[src/common/psc_pkg.sv]
// Package for the pseudo static memory host controller.
// Assumes a 100 MHz system clock and an external 1M x 16 memory on plain pins.
package psc_pkg;
  localparam int unsigned ADDR_W = 20;
  localparam int unsigned DATA_W = 16;
  localparam int unsigned CLK_PERIOD_NS = 10;
  // Settling times in their own units
  localparam int unsigned SETTLE_US = 300;
  localparam int unsigned SETTLE_CYC = (SETTLE_US * 1000 + CLK_PERIOD_NS - 1) / CLK_PERIOD_NS;
  // Access timing: cycle time 70 ns, strobe 70 ns, read data wait 70 ns
  localparam int unsigned CYCLE_NS = 70;
  localparam int unsigned CYCLE_CYC = (CYCLE_NS + CLK_PERIOD_NS - 1) / CLK_PERIOD_NS;
  localparam int unsigned DEEP_LOW_NS = 30;
  localparam int unsigned DEEP_LOW_CYC = (DEEP_LOW_NS + CLK_PERIOD_NS - 1) / CLK_PERIOD_NS;
  localparam int unsigned SETUP_CYC = 1;

  typedef enum logic [1:0] {
    PSC_CMD_READ  = 2'h0,
    PSC_CMD_WRITE = 2'h1,
    PSC_CMD_SLEEP = 2'h2,
    PSC_CMD_WAKE  = 2'h3
  } psc_cmd_t;

  typedef struct packed {
    psc_cmd_t cmd;
    logic [ADDR_W-1:0] addr;
    logic [DATA_W-1:0] wdata;
    logic [1:0] byte_en;
  } psc_req_t;

  typedef struct packed {
    logic chip_sel_n;
    logic sleep_request_n;
    logic write_n;
    logic out_en_n;
    logic low_byte_sel_n;
    logic high_byte_sel_n;
  } psc_ctl_t;

  localparam psc_ctl_t CTL_IDLE = '{1'b1, 1'b1, 1'b1, 1'b1, 1'b1, 1'b1};
endpackage

[src/rtl/psc_sync.sv]
// Two-stage synchroniser for a bus of asynchronous pin inputs.
// Assumes the pins are stable within a clock period or may be sampled loosely.
module psc_sync #(
  parameter int unsigned W = 16
) (
  input wire logic sys_clk_i,
  input wire logic rst_i,
  input wire logic [W-1:0] async_i,
  output logic [W-1:0] sync_o
);
  logic [W-1:0] meta_r;

  always_ff @(posedge sys_clk_i or posedge rst_i) begin
    if (rst_i) begin
      meta_r <= '0;
      sync_o <= '0;
    end else begin
      meta_r <= async_i;
      sync_o <= meta_r;
    end
  end
endmodule

[src/rtl/psc_host.sv]
// Host controller driving a 1M x 16 pseudo static memory over its pins.
// Assumes one 100 MHz clock; data pins are split into in, out and enable.
module psc_host
  import psc_pkg::*;
#(
  parameter int unsigned SETTLE_CYCLES = SETTLE_CYC
) (
  input wire logic sys_clk_i,
  input wire logic rst_i,
  input wire logic req_valid_i,
  input wire psc_pkg::psc_req_t req_i,
  output logic req_ready_o,
  output logic rsp_valid_o,
  output logic [psc_pkg::DATA_W-1:0] rsp_rdata_o,
  output logic asleep_o,
  output logic contents_lost_o,
  output logic [psc_pkg::ADDR_W-1:0] word_addr_o,
  output psc_pkg::psc_ctl_t ctl_o,
  input wire logic [psc_pkg::DATA_W-1:0] data_pins_i,
  output logic [psc_pkg::DATA_W-1:0] data_pins_o,
  output logic [psc_pkg::DATA_W-1:0] data_pins_oe_o
);
  import psc_pkg::*;

  typedef enum logic [2:0] {
    PSC_ST_SETTLE = 3'h0,
    PSC_ST_IDLE   = 3'h1,
    PSC_ST_SETUP  = 3'h2,
    PSC_ST_STROBE = 3'h3,
    PSC_ST_HOLD   = 3'h4,
    PSC_ST_DEEP   = 3'h5,
    PSC_ST_WAKE   = 3'h6
  } psc_state_t;

  function automatic logic [DATA_W-1:0] lane_mask(input logic [1:0] be);
    lane_mask = {{8{be[1]}}, {8{be[0]}}};
  endfunction

  // Sized from the parameter so a longer settle time cannot wrap the counter
  localparam int unsigned CNT_W = $clog2(SETTLE_CYCLES + CYCLE_CYC) + 1;
  localparam logic [CNT_W-1:0] STROBE_LAST = CNT_W'(CYCLE_CYC - 1);
  localparam logic [CNT_W-1:0] DEEP_LAST = CNT_W'(DEEP_LOW_CYC - 1);
  localparam logic [CNT_W-1:0] SETTLE_LAST = CNT_W'(SETTLE_CYCLES - 1);

  psc_state_t state_r;
  psc_state_t state_nxt;
  logic [CNT_W-1:0] cnt_r;
  logic cnt_done;
  logic [DATA_W-1:0] rd_sync;
  psc_req_t req_r;
  psc_req_t req_nxt;
  logic is_write;
  logic take;

  // Read data pass two flops since the memory answers without a clock
  psc_sync #(
    .W(DATA_W)
  ) u_sync (
    .sys_clk_i(sys_clk_i),
    .rst_i(rst_i),
    .async_i(data_pins_i),
    .sync_o(rd_sync)
  );

  assign is_write = (req_r.cmd == PSC_CMD_WRITE);
  assign take = (state_r == PSC_ST_IDLE) && req_valid_i && req_ready_o;
  // Data lanes follow the request being taken, not the one before it
  assign req_nxt = take ? req_i : req_r;

  always_comb begin
    cnt_done = 1'b0;
    case (state_r)
      PSC_ST_SETTLE: cnt_done = (cnt_r == SETTLE_LAST);
      PSC_ST_WAKE: cnt_done = (cnt_r == SETTLE_LAST);
      PSC_ST_STROBE: cnt_done = (cnt_r == STROBE_LAST);
      PSC_ST_DEEP: cnt_done = (cnt_r >= DEEP_LAST);
      default: cnt_done = 1'b1;
    endcase
  end

  always_comb begin
    state_nxt = state_r;
    case (state_r)
      PSC_ST_SETTLE: begin
        if (cnt_done) begin
          state_nxt = PSC_ST_IDLE;
        end
      end
      PSC_ST_IDLE: begin
        if (take) begin
          case (req_i.cmd)
            PSC_CMD_SLEEP: state_nxt = PSC_ST_DEEP;
            PSC_CMD_WAKE: state_nxt = PSC_ST_IDLE;
            default: state_nxt = PSC_ST_SETUP;
          endcase
        end
      end
      PSC_ST_SETUP: state_nxt = PSC_ST_STROBE;
      PSC_ST_STROBE: begin
        if (cnt_done) begin
          state_nxt = PSC_ST_HOLD;
        end
      end
      PSC_ST_HOLD: state_nxt = PSC_ST_IDLE;
      PSC_ST_DEEP: begin
        // Only a wake request leaves sleep; other requests wait in the source
        if (cnt_done && req_valid_i && req_i.cmd == PSC_CMD_WAKE) begin
          state_nxt = PSC_ST_WAKE;
        end
      end
      PSC_ST_WAKE: begin
        if (cnt_done) begin
          state_nxt = PSC_ST_IDLE;
        end
      end
      default: state_nxt = PSC_ST_SETTLE;
    endcase
  end

  always_ff @(posedge sys_clk_i or posedge rst_i) begin
    if (rst_i) begin
      state_r <= PSC_ST_SETTLE;
    end else begin
      state_r <= state_nxt;
    end
  end

  always_ff @(posedge sys_clk_i or posedge rst_i) begin
    if (rst_i) begin
      cnt_r <= '0;
    end else if (state_nxt != state_r) begin
      cnt_r <= '0;
    end else if (!cnt_done) begin
      cnt_r <= cnt_r + CNT_W'(1);
    end
  end

  // Request is held so address stays fixed for the whole access
  always_ff @(posedge sys_clk_i or posedge rst_i) begin
    if (rst_i) begin
      req_r <= '0;
    end else if (take) begin
      req_r <= req_i;
    end
  end

  // Ready only in idle; a wake in sleep ends sleep without it and is taken once back in idle
  always_ff @(posedge sys_clk_i or posedge rst_i) begin
    if (rst_i) begin
      req_ready_o <= 1'b0;
    end else begin
      req_ready_o <= (state_nxt == PSC_ST_IDLE) && !take;
    end
  end

  always_ff @(posedge sys_clk_i or posedge rst_i) begin
    if (rst_i) begin
      word_addr_o <= '0;
    end else if (take) begin
      word_addr_o <= req_i.addr;
    end
  end

  // All controls idle high: a valid level at every pin, never floating
  always_ff @(posedge sys_clk_i or posedge rst_i) begin
    if (rst_i) begin
      ctl_o <= CTL_IDLE;
    end else begin
      ctl_o <= CTL_IDLE;
      case (state_nxt)
        PSC_ST_STROBE: begin
          ctl_o.chip_sel_n <= 1'b0;
          ctl_o.write_n <= !is_write;
          ctl_o.out_en_n <= is_write;
          ctl_o.low_byte_sel_n <= !req_r.byte_en[0];
          ctl_o.high_byte_sel_n <= !req_r.byte_en[1];
        end
        PSC_ST_DEEP: begin
          ctl_o.sleep_request_n <= 1'b0;
          ctl_o.chip_sel_n <= 1'b1;
        end
        default: ctl_o <= CTL_IDLE;
      endcase
    end
  end

  // Host drives data only during writes; reads leave the lanes released
  always_ff @(posedge sys_clk_i or posedge rst_i) begin
    if (rst_i) begin
      data_pins_o <= '0;
      data_pins_oe_o <= '0;
    end else begin
      data_pins_o <= req_nxt.wdata;
      if ((req_nxt.cmd == PSC_CMD_WRITE) && (state_nxt == PSC_ST_SETUP
          || state_nxt == PSC_ST_STROBE || state_nxt == PSC_ST_HOLD)) begin
        data_pins_oe_o <= lane_mask(req_nxt.byte_en);
      end else begin
        data_pins_oe_o <= '0;
      end
    end
  end

  // Sampled at strobe end; unselected lanes read as zero
  always_ff @(posedge sys_clk_i or posedge rst_i) begin
    if (rst_i) begin
      rsp_valid_o <= 1'b0;
      rsp_rdata_o <= '0;
    end else begin
      rsp_valid_o <= (state_r == PSC_ST_HOLD) && !is_write;
      if (state_r == PSC_ST_HOLD && !is_write) begin
        rsp_rdata_o <= rd_sync & lane_mask(req_r.byte_en);
      end
    end
  end

  always_ff @(posedge sys_clk_i or posedge rst_i) begin
    if (rst_i) begin
      asleep_o <= 1'b0;
      contents_lost_o <= 1'b0;
    end else begin
      asleep_o <= (state_nxt == PSC_ST_DEEP) || (state_nxt == PSC_ST_WAKE);
      if (state_nxt == PSC_ST_DEEP) begin
        contents_lost_o <= 1'b1;
      end else if (take && req_i.cmd == PSC_CMD_WRITE) begin
        contents_lost_o <= 1'b0;
      end
    end
  end
endmodule

[config.mk]
export PLATFORM = sky130hd
export DESIGN_NAME = psc_host
export DESIGN_NICKNAME = d
export VERILOG_FILES = /design/src/common/psc_pkg.sv /design/src/rtl/psc_sync.sv /design/src/rtl/psc_host.sv
export SDC_FILE = /design/constraint.sdc
export NUM_CORES = 1
export LEC_CHECK = 0
export BUFFER_PORTS_ARGS = -buffer_cell sky130_fd_sc_hd__buf_2
export CORE_ASPECT_RATIO = 0.5
export CORE_MARGIN = 3
export CORE_UTILIZATION = 56
export CTS_CLUSTER_DIAMETER = 100
export DETAILED_ROUTE_END_ITERATION = 7
export GPL_ROUTABILITY_DRIVEN = 0
export GPL_TIMING_DRIVEN = 1
export PLACE_DENSITY_LB_ADDON = 0.2
export SYNTH_ARGS = -nofsm -noshare
export SYNTH_HDL_FRONTEND = slang
export SYNTH_SLANG_ARGS = --single-unit
export TNS_END_PERCENT = 1
[constraint.sdc]
create_clock -name sys_clk_i -period 11.1 [get_ports sys_clk_i]
set_clock_uncertainty 0.05 [all_clocks]
set_input_delay 1.665 -clock sys_clk_i [delete_from_list [all_inputs] [get_ports sys_clk_i]]
set_output_delay 1.665 -clock sys_clk_i [all_outputs]
set_load 0.01 [all_outputs]
==> results of run 1 <==
## placed cells by master, fill, tap and decap left out, types with 3 or more instances in the layout
cell | Yosys | layout
nand4_1 | 10 | 10
dfrtp_1 | 113 | 113
nor4_1 | 3 | 3
and3_1 | 5 | 5
inv_1 | 5 | 4
nand2_1 | 51 | 51
nor2_1 | 9 | 9
dfstp_2 | 6 | 6
nand3_1 | 27 | 27
inv_6 | 0 | 3
clkinv_4 | 1 | 3
mux2_2 | 40 | 40
clkbuf_16 | 0 | 17
nor2b_1 | 4 | 4
nor3_1 | 5 | 5
buf_2 | 1 | 136
nand3b_1 | 3 | 3
xor2_1 | 15 | 15
a21oi_1 | 15 | 15
clkinvlp_4 | 0 | 5
## registers in the layout (all words and copies together), names as in the netlist
register         flops
asleep_o             1
cnt_r               16
contents_lost_o      1
ctl_o                6
data_pins_o         16
data_pins_oe_o       2
req_r                4
req_ready_o          1
rsp_rdata_o         16
rsp_valid_o          1
state_r              3
u_sync.meta_r       16
u_sync.sync_o       16
word_addr_o         20
## layout make-up
type / instances / area, sq um
flip-flops and latches: 119 / 2985
fillers: 612 / 2371
multi-input cells: 226 / 1540
repair buffers: 138 / 695.7
clock buffers: 19 / 432.9
clock inverters: 13 / 146.4
well taps: 112 / 140.1
inverters: 7 / 33.78
## through the flow
step                worst slack (ps)  utilization, %
global route                    7670           71.59
global placement                7510           64.65
floorplan                       6237               -
CTS                             7838           71.59
detailed placement              7449           64.65
finish                          7866           71.59
## worst paths after layout
| check | from | cells past startpoint | end | slack, ps |
|---|---|---|---|---|
| setup / recovery | req_valid_i | 7 | cnt_r[1] | 7870 |
| hold / removal | u_sync.meta_r[10] | 0 | u_sync.sync_o[10] | 300 |
| setup reg to reg | cnt_r[13] | 6 | cnt_r[1] | 7940 |
| hold reg to reg | u_sync.meta_r[10] | 0 | u_sync.sync_o[10] | 300 |
| max in group asynchronous | rst_i | 3 | cnt_r[0] | 8420 |
| min in group asynchronous | rst_i | 2 | word_addr_o[10] | 1230 |
## power by group
| part | leakage, nW | internal, mW | switching [mW] |
|---|---|---|---|
| Sequential | 1.48 | 0.567 | 0.0846 |
| Combinational | 1.24 | 0.212 | 0.258 |
| Clock | 0.267 | 0.332 | 0.196 |
## cell families after synthesis
group	Yosys count	synth area share, %
DFF	119	59.61
buffers and inverters	75	9.643
and+or+nand+nor	135	13.74
AOI/OAI and AO/OA	32	4.547
xor gates and xnor gates	17	2.973
muxes	40	8.993
adders and majority gates	2	0.4995
## per-layer routing
metal  up-vias  track usage [%]  part of all wire, %
li1       1563                -                    -
met5         -                0                    0
met1      1602            24.60                   41
met4         0            6.445                  1.4
met2       102            33.69                   50
met3        12            8.770                  7.6
==> summary.md, run 1 <==
| Metric | Value |
|---|---|
| CP Capture Type | flip-flop |
| Cell Area, Synth | around 0.0050 sq mm |
| Critical-path maximum fanout | 45 |
| Final worst-path cycle share | 29.13% |
| Synthesized instance count | 420 |
| Largest area contributor in the synthesized netlist | dfrtp_1 |
| CP required | 11290 ps |
| Slew HR | 28.83% |
| Clock sink count | about 120 |
| Rows | 23 |
| Root buf cell | clkbuf_16 |
| Initial Util | 60.01% |
| Number of global-route vias before repair | 3353 |
| Initial drt markers | 180 |
| Start-to-end type of the worst setup path | in2reg |
| Min Tclk post-route | 3234 ps |
| Number of synthesized flops with an enable pin | 0 |
| Die Width | 139.7 um |
| Routed vias | 3279 |
| Worst VDD drop | 148.2 uV |
| Share of cells above drive strength 1 | 43.10% |
| Hold_ws | 295.5 ps |
| # H-tree levels | 4 |
| Post-CTS Setup Inserts | 0 |
| Placement Cell Area | between 0.005 and 0.006 sq mm |
| DIE AREA | 0.01018 sq mm |
| Post-Layout Cell Count | 634 |
| First-pass GRT wire length | 16320 um |
| Number of max-cap violations | 0 |
| CP top delay family | simple AND/OR/NAND/NOR gates |
| Most common cell in the netlist | dfrtp_1 |
| Final Hold Fails | 0 |
| Avg Cell Area, Syn | between 10 and 15 sq um |
| Post-route antenna net violation count | 0 |
| Synth unique cells | 50 |
| Clock tree buffer depth | 2 |
| Ys flop type | dfrtp_1 |
| Die height | 72.87 um |
| Initial antenna violation count | 0 |
| PostCTS Resize Cnt | 0 |
| Syn Nets | just under 500 |
| # setup viols final | 0 |
| Worst-skew pair later-pin latency | 400 ps |
| Crit path cell chain | buf_2 -> nand4_1 -> buf_4 -> or3b_2 -> nand2_1 -> a211o_1 -> a22oi_1 |
| Slowest Stage Delay on Critical Path | about 530 ps |
| Area Overhead vs Synth | 19.29% |
| Leak | 2.987 nW |
| GR Overflow Total | 0 |
| Achievable clock frequency | just over 0.3 GHz |
| Design Power | approximately 1.6 mW |
| CTS clk-pin slew, worst paths | 50 ps |
| Largest net degree at the start of global routing | 83 |
| CTS hold repair buffers | 0 |
| Tightest Pin Transition | 1066 ps |
| Worst path bufs/invs | 2 |
| Ys Warns | 0 |
| Sequential cell area fraction in the yosys report | between 50 and 60% |
| Drt total wl | 9876 um |
| DP HPWL | 6562 um |
| I/O pin cnt | 137 |
| Nets | between 500 and 600 |
| Fin. max-slew vios | 0 |
| CTS tree | built |
| Worst path slowest cell | or3b_2 |
| Fin area | 0.005974 sq mm |
| Via/cell ratio | 5.172 |
| Asr flop ratio synth | 100.0% |
| Status | finished clean |
| Ant diodes | 0 |
| Unrepaired setup endpoints after global routing | no |
| Cell count after placement | 602 |
| Critical Path Start Type | input port |
| Residual DRC | 0 |
| Synth Register Bits | roughly 120 |
| Setup TNS Final | 0 ps |
| Area share of the leading cell type in the synthesized netlist | 56.46% |
| Core area | 0.008346 sq mm |
| Total iterations of the first detailed-routing run | 5 |
| Worst min path class | reg2reg |
| Cell area power density | 276.1 mW/mm^2 |
| All-Layer GR Usage | ~20% |
| Dominant cells by area after synthesis | dfrtp_1 (56%), mux2_2 (9.0%), buf_4 (7.5%) |
| CTS buffer count | 17 |
| # port buffers | 136 |
| CP arrival | 3430 ps |
| Routed length per instance | 15.58 um |
| Synth cell count leaders | dfrtp_1 (113), nand2_1 (51), buf_4 (50) |
Power figures use the tool's default switching activity.
==> run 2: changes to the inputs <==
--- a/config.mk
+++ b/config.mk
@@ -8,7 +8,7 @@
 export BUFFER_PORTS_ARGS = -buffer_cell sky130_fd_sc_hd__buf_2
 export CORE_ASPECT_RATIO = 0.5
 export CORE_MARGIN = 3
-export CORE_UTILIZATION = 56
+export CORE_UTILIZATION = 52
 export CTS_CLUSTER_DIAMETER = 100
 export DETAILED_ROUTE_END_ITERATION = 7
 export GPL_ROUTABILITY_DRIVEN = 0
==> constraint.sdc (replaced) <==
create_clock -name sys_clk_i -period 3.1 [get_ports sys_clk_i]
set_clock_uncertainty 0.05 [all_clocks]
set_input_delay 0.465 -clock sys_clk_i [delete_from_list [all_inputs] [get_ports sys_clk_i]]
set_output_delay 0.465 -clock sys_clk_i [all_outputs]
set_load 0.01 [all_outputs]
==> summary.md, run 2 (synthesis results as in run 1) <==
| Metric | Value |
|---|---|
| Largest net degree at the start of global routing | 96 |
| Ant diodes | 0 |
| Critical Path Start Type | flip-flop |
| Worst R2R Path Depth | 7 |
| Final worst-path cycle share | 89.54% |
| Worst path bufs/invs | 1 |
| Unrepaired setup endpoints after global routing | no |
| FF-to-FF Start | cnt_r[13] |
| Multi-input logic area | 0.001540 sq mm |
| CP Capture Type | flip-flop |
| Routed vias | 3291 |
| All-Layer GR Usage | 18.74% |
| CTS tree | built |
| Worst-skew pair later-pin latency | 400 ps |
| Initial antenna violation count | 0 |
| CP arrival | 3010 ps |
| Crit path cell chain | or4_4 -> or4_1 -> a2111o_1 -> nand2_1 -> a211o_1 -> buf_4 -> a21oi_1 |
| CP top delay family | simple AND/OR/NAND/NOR gates |
| # setup viols final | 0 |
| Fin. max-slew vios | 0 |
| Most common cell after layout, fill and taps aside | buf_2 |
| I/O pin cnt | 137 |
| R2R setup slack | 320 ps |
| Highest-count cells in the layout ignoring fill and taps | buf_2 (136), dfrtp_1 (113), nand2_1 (51), mux2_2 (40), nand3_1 (27) |
| Achievable clock frequency | 0.3603 GHz |
| Final core occ | 68.04% |
| CTS buffer count | 17 |
| Cell area power density | 1010 mW/mm^2 |
| Number of global-route vias before repair | 3174 |
| Core area | ~0.0090 sq mm |
| # H-tree levels | 4 |
| Max FFs per register | 20 |
| Number of max-cap violations | 0 |
| Worst path slowest cell | or4_4 |
| Clock sink count | 119 |
| Die Width | 144.8 um |
| Via/cell ratio | 4.979 |
| Residual DRC | 0 |
| Final Hold Fails | 0 |
| Leak | ~3.1 nW |
| Clock tree buffer depth | 2 |
| Nets | 579 |
| Biggest register | word_addr_o |
| Reg2Reg Capture Point | cnt_r[10] |
| Crit path depth | 7 |
| DP HPWL | 6722 um |
| # port buffers | between 100 and 150 |
| Worst min path class | in2async |
| Total iterations of the first detailed-routing run | 4 |
| Share of cells above drive strength 1 | 44.44% |
| Setup TNS Final | 0 ps |
| Min Tclk post-route | 2776 ps |
| CTS hold repair buffers | 0 |
| Area Overhead vs Synth | 22.78% |
| Filler cells | 668 |
| Routed length per instance | 14.88 um |
| Worst setup path start | cnt_r[13] |
| Root buf cell | clkbuf_16 |
| Hold_ws | 52.31 ps |
| Initial drt markers | 208 |
| CP endpoint | cnt_r[10] |
| Tightest Pin Transition | 552.9 ps |
| Drt total wl | 9837 um |
| PostCTS Resize Cnt | 0 |
| Rows | 24 |
| Initial Util | 55.41% |
| DIE AREA | 0.01092 sq mm |
| Worst VDD drop | roughly 500 uV |
| CTS clk-pin slew, worst paths | roughly 60 ps |
| Die height | 75.40 um |
| Post-CTS Setup Inserts | 0 |
| Critical-path maximum fanout | 9 |
| FF+latch area | 0.002985 sq mm |
| Status | finished clean |
| Design Power | between 6 and 7 mW |
| Start-to-end type of the worst setup path | reg2reg |
| CP required | 3330 ps |
| Slowest Stage Delay on Critical Path | 570 ps |
| Slew HR | 62.80% |
| Post-route antenna net violation count | 0 |
| GR Overflow Total | 0 |
| First-pass GRT wire length | about 16000 um |
## run 2: through the flow
step	std cells	area (sq um)	worst slack [ps]
after floorplan	420	5012	430.0
after CTS	661	6150	310.1
after global placement	629	5499	388.5
after detailed placement	629	5499	338.2
after global routing	661	6150	204.4
final	661	6150	324.2
## run 2: worst min-delay path by stage
| stage | from | depth (start not counted) | end |
|---|---|---|---|
| final | rst_i | 2 | data_pins_o[15] |
| after detailed placement | u_sync.meta_r[13] | 0 | u_sync.sync_o[13] |
| after global routing | rst_i | 2 | data_pins_o[15] |
| after CTS | rst_i | 2 | data_pins_o[15] |
| after global placement | u_sync.meta_r[7] | 0 | u_sync.sync_o[7] |
| after floorplan | u_sync.meta_r[0] | 0 | u_sync.sync_o[0] |
## run 2: layer usage
layer / part of all wire [%] / GRT usage (%) / wire [um]
met1: 43 / 23.21 / 4234
met2: 49 / 29.74 / 4832
met3: 7.0 / 8.088 / 691
met4: 0.79 / 7.135 / 78
met5: 0 / 0 / 0
## run 2: final cells by class
class	count	share of cell area, %
clock inverter	14	3.438
tap	130	2.645
timing repair buffer	147	12.61
clock buffer	18	7.141
inverter	7	0.5697
sequential	119	48.55
multi-input combinational	226	25.05
## run 2: power breakdown
part	total [mW]	internal (mW)	switching, mW
clock network	2.15	1.39	0.760
registers	2.30	2.03	0.267
logic	1.76	0.809	0.948
==> run 3: changes to the inputs <==
--- a/config.mk
+++ b/config.mk
@@ -5,6 +5,7 @@
 export SDC_FILE = /design/constraint.sdc
 export NUM_CORES = 1
 export LEC_CHECK = 0
+export ABC_AREA = 1
 export BUFFER_PORTS_ARGS = -buffer_cell sky130_fd_sc_hd__buf_2
 export CORE_ASPECT_RATIO = 0.5
 export CORE_MARGIN = 3
==> summary.md, run 3 <==
| Metric | Value |
|---|---|
| Initial antenna violation count | 0 |
| First-pass GRT wire length | 16570 um |
| Via/cell ratio | about 4.7 |
| Asr flop ratio synth | 100.0% |
| DP HPWL | ~6800 um |
| Ys flop type | dfrtp_1 |
| Share of cells above drive strength 1 | approximately 32% |
| Fin. max-slew vios | 0 |
| CTS tree | built |
| Synth cell count leaders | nand2_1 (155), dfrtp_1 (113), buf_4 (50) |
| Max FFs per register | 20 |
| Total iterations of the first detailed-routing run | 4 |
| Critical-path maximum fanout | 16 |
| Critical Path Start Type | flip-flop |
| Largest net degree at the start of global routing | 79 |
| PostCTS Resize Cnt | 0 |
| Ys Warns | 0 |
| Start-to-end type of the worst setup path | reg2reg |
| Synth unique cells | 30 |
| Root buf cell | clkbuf_16 |
| Residual DRC | 0 |
| # port buffers | 136 |
| Tightest Pin Transition | between 900 and 1000 ps |
| Most common cell in the netlist | nand2_1 |
| Biggest register | word_addr_o |
| CTS buffer count | 17 |
| Clock tree buffer depth | 2 |
| Area Overhead vs Synth | 19.44% |
| Syn Nets | 598 |
| Final worst-path cycle share | 72.06% |
| Unrepaired setup endpoints after global routing | no |
| Cell area power density | 564.2 mW/mm^2 |
| Number of max-cap violations | 0 |
| Achievable clock frequency | 0.4477 GHz |
| Worst min path class | in2reg |
| Most common cell after layout, fill and taps aside | nand2_1 |
| Drt total wl | approximately 10000 um |
| Routed length per instance | 12.88 um |
| CTS hold repair buffers | 0 |
| Worst VDD drop | around 410 uV |
| Worst-skew pair later-pin latency | 410 ps |
| Rows | 24 |
| Core area | 0.009069 sq mm |
| GR Overflow Total | 0 |
| Clock sink count | 119 |
| Area share of the leading cell type in the synthesized netlist | 55.83% |
| R2R setup slack | 870 ps |
| Post-CTS Setup Inserts | 0 |
| I/O pin cnt | 137 |
| CTS clk-pin slew, worst paths | 60 ps |
| Cell Area, Synth | 0.005065 sq mm |
| Post-Layout Cell Count | about 770 |
| CP arrival | 2510 ps |
| Highest-count cells in the layout ignoring fill and taps | nand2_1 (155), buf_2 (136), dfrtp_1 (113), inv_1 (45), nand3_1 (36) |
| Avg Cell Area, Syn | 9.432 sq um |
| Final Hold Fails | 0 |
| Cell count after placement | 743 |
| Setup TNS Final | 0 ps |
| Min Tclk post-route | 2234 ps |
| Initial Util | between 50% and 60% |
| Number of global-route vias before repair | 3482 |
| # setup viols final | 0 |
| Die Width | around 150 um |
| Post-route antenna net violation count | 0 |
| Number of synthesized flops with an enable pin | 0 |
| Routed vias | 3602 |
| Status | finished clean |
| Die height | about 76 um |
| CP required | between 3000 and 4000 ps |
| Synthesized instance count | 537 |
| Synth Register Bits | 119 |
| CP Capture Type | flip-flop |
| DIE AREA | 0.01103 sq mm |
| Largest area contributor in the synthesized netlist | dfrtp_1 |
| All-Layer GR Usage | 19.48% |
| Dominant cells by area after synthesis | dfrtp_1 (56%), nand2_1 (11%), buf_4 (7.4%) |
| Leak | 3.371 nW |
| Nets | 693 |
| Slew HR | 37.92% |
| Initial drt markers | 219 |
| Sequential cell area fraction in the yosys report | 58.94% |
| # H-tree levels | 4 |
| Ant diodes | 0 |
run 3: cells by family after synthesis:
logic type | after synthesis | share of synthesized area [%]
flip-flops | 119 | 58.94
AO/OA/AOI/OAI | 29 | 2.965
buffers and inverters | 114 | 12.45
XOR/XNOR | 11 | 1.902
AND/OR/NAND/NOR | 262 | 23.25
adder cells (fa/ha/maj) | 2 | 0.4940
run 3: layout make-up:
cell class / instances / area (sq um)
timing repair buffer: 141 / 718.2
fill: 747 / 3019
clock inverter: 10 / 72.57
clock buffer: 21 / 470.5
sequential: 119 / 2985
inverter: 49 / 187.7
multi-input combinational: 304 / 1453
tap: 130 / 162.7
run 3: per-layer routing:
metal	routed length, um	vias to the layer above	part of all wire [%]	track usage (%)
met5	0	-	0	0
met4	180	0	1.8	9.569
met3	755	17	7.6	7.605
met2	4818	102	48	32.59
met1	4213	1677	42	22.86
li1	-	1806	-	-
run 3: final timing paths:
| kind | end | cells after the start | start |
|---|---|---|---|
| max | cnt_r[4] | 13 | cnt_r[0] |
| max in group asynchronous | cnt_r[4] | 3 | rst_i |
| min | u_sync.meta_r[4] | 1 | data_pins_i[4] |
| min in group asynchronous | data_pins_o[1] | 3 | rst_i |
| min reg2reg | u_sync.sync_o[1] | 0 | u_sync.meta_r[1] |
| max reg2reg | cnt_r[4] | 13 | cnt_r[0] |
run 3: critical path, cell delays in order, from the launching register on:
cell     delay, ps
dfrtp_1        430
inv_1           90
ha_1           190
nor2_1          80
nand2_1         60
nor2_1          80
nand3_1         80
nand2_1        210
nand2_1        120
nand3_1        150
nand4_1        110
nand2_1        120
nand3_4        220
nor2_1         160
run 3: where the power goes:
group | leakage, nW | internal, mW | switching [mW] | total [mW]
clock network | 0.262 | 1.08 | 0.684 | 1.76
registers | 1.55 | 1.58 | 0.00496 | 1.58
logic | 1.56 | 0.0273 | 0.0396 | 0.0670
total | 3.37 | 2.68 | 0.729 | 3.41
run 3: per-stage QoR:
step | utilization [%] | power (mW) | setup slack (ps) | hold WS [ps] | instance area [sq um]
final | 66.71 | 3.413 | 866.2 | 105.4 | 6050
after global routing | 66.71 | 3.544 | 596.0 | 88.38 | 6050
after CTS | 66.71 | 3.464 | 818.1 | 86.81 | 6050
after detailed placement | 60.72 | 1.677 | 818.5 | 284.7 | 5507
after global placement | 60.72 | 1.676 | 973.5 | 282.4 | 5507
after floorplan | - | 1.631 | 1135 | 281.2 | 5069
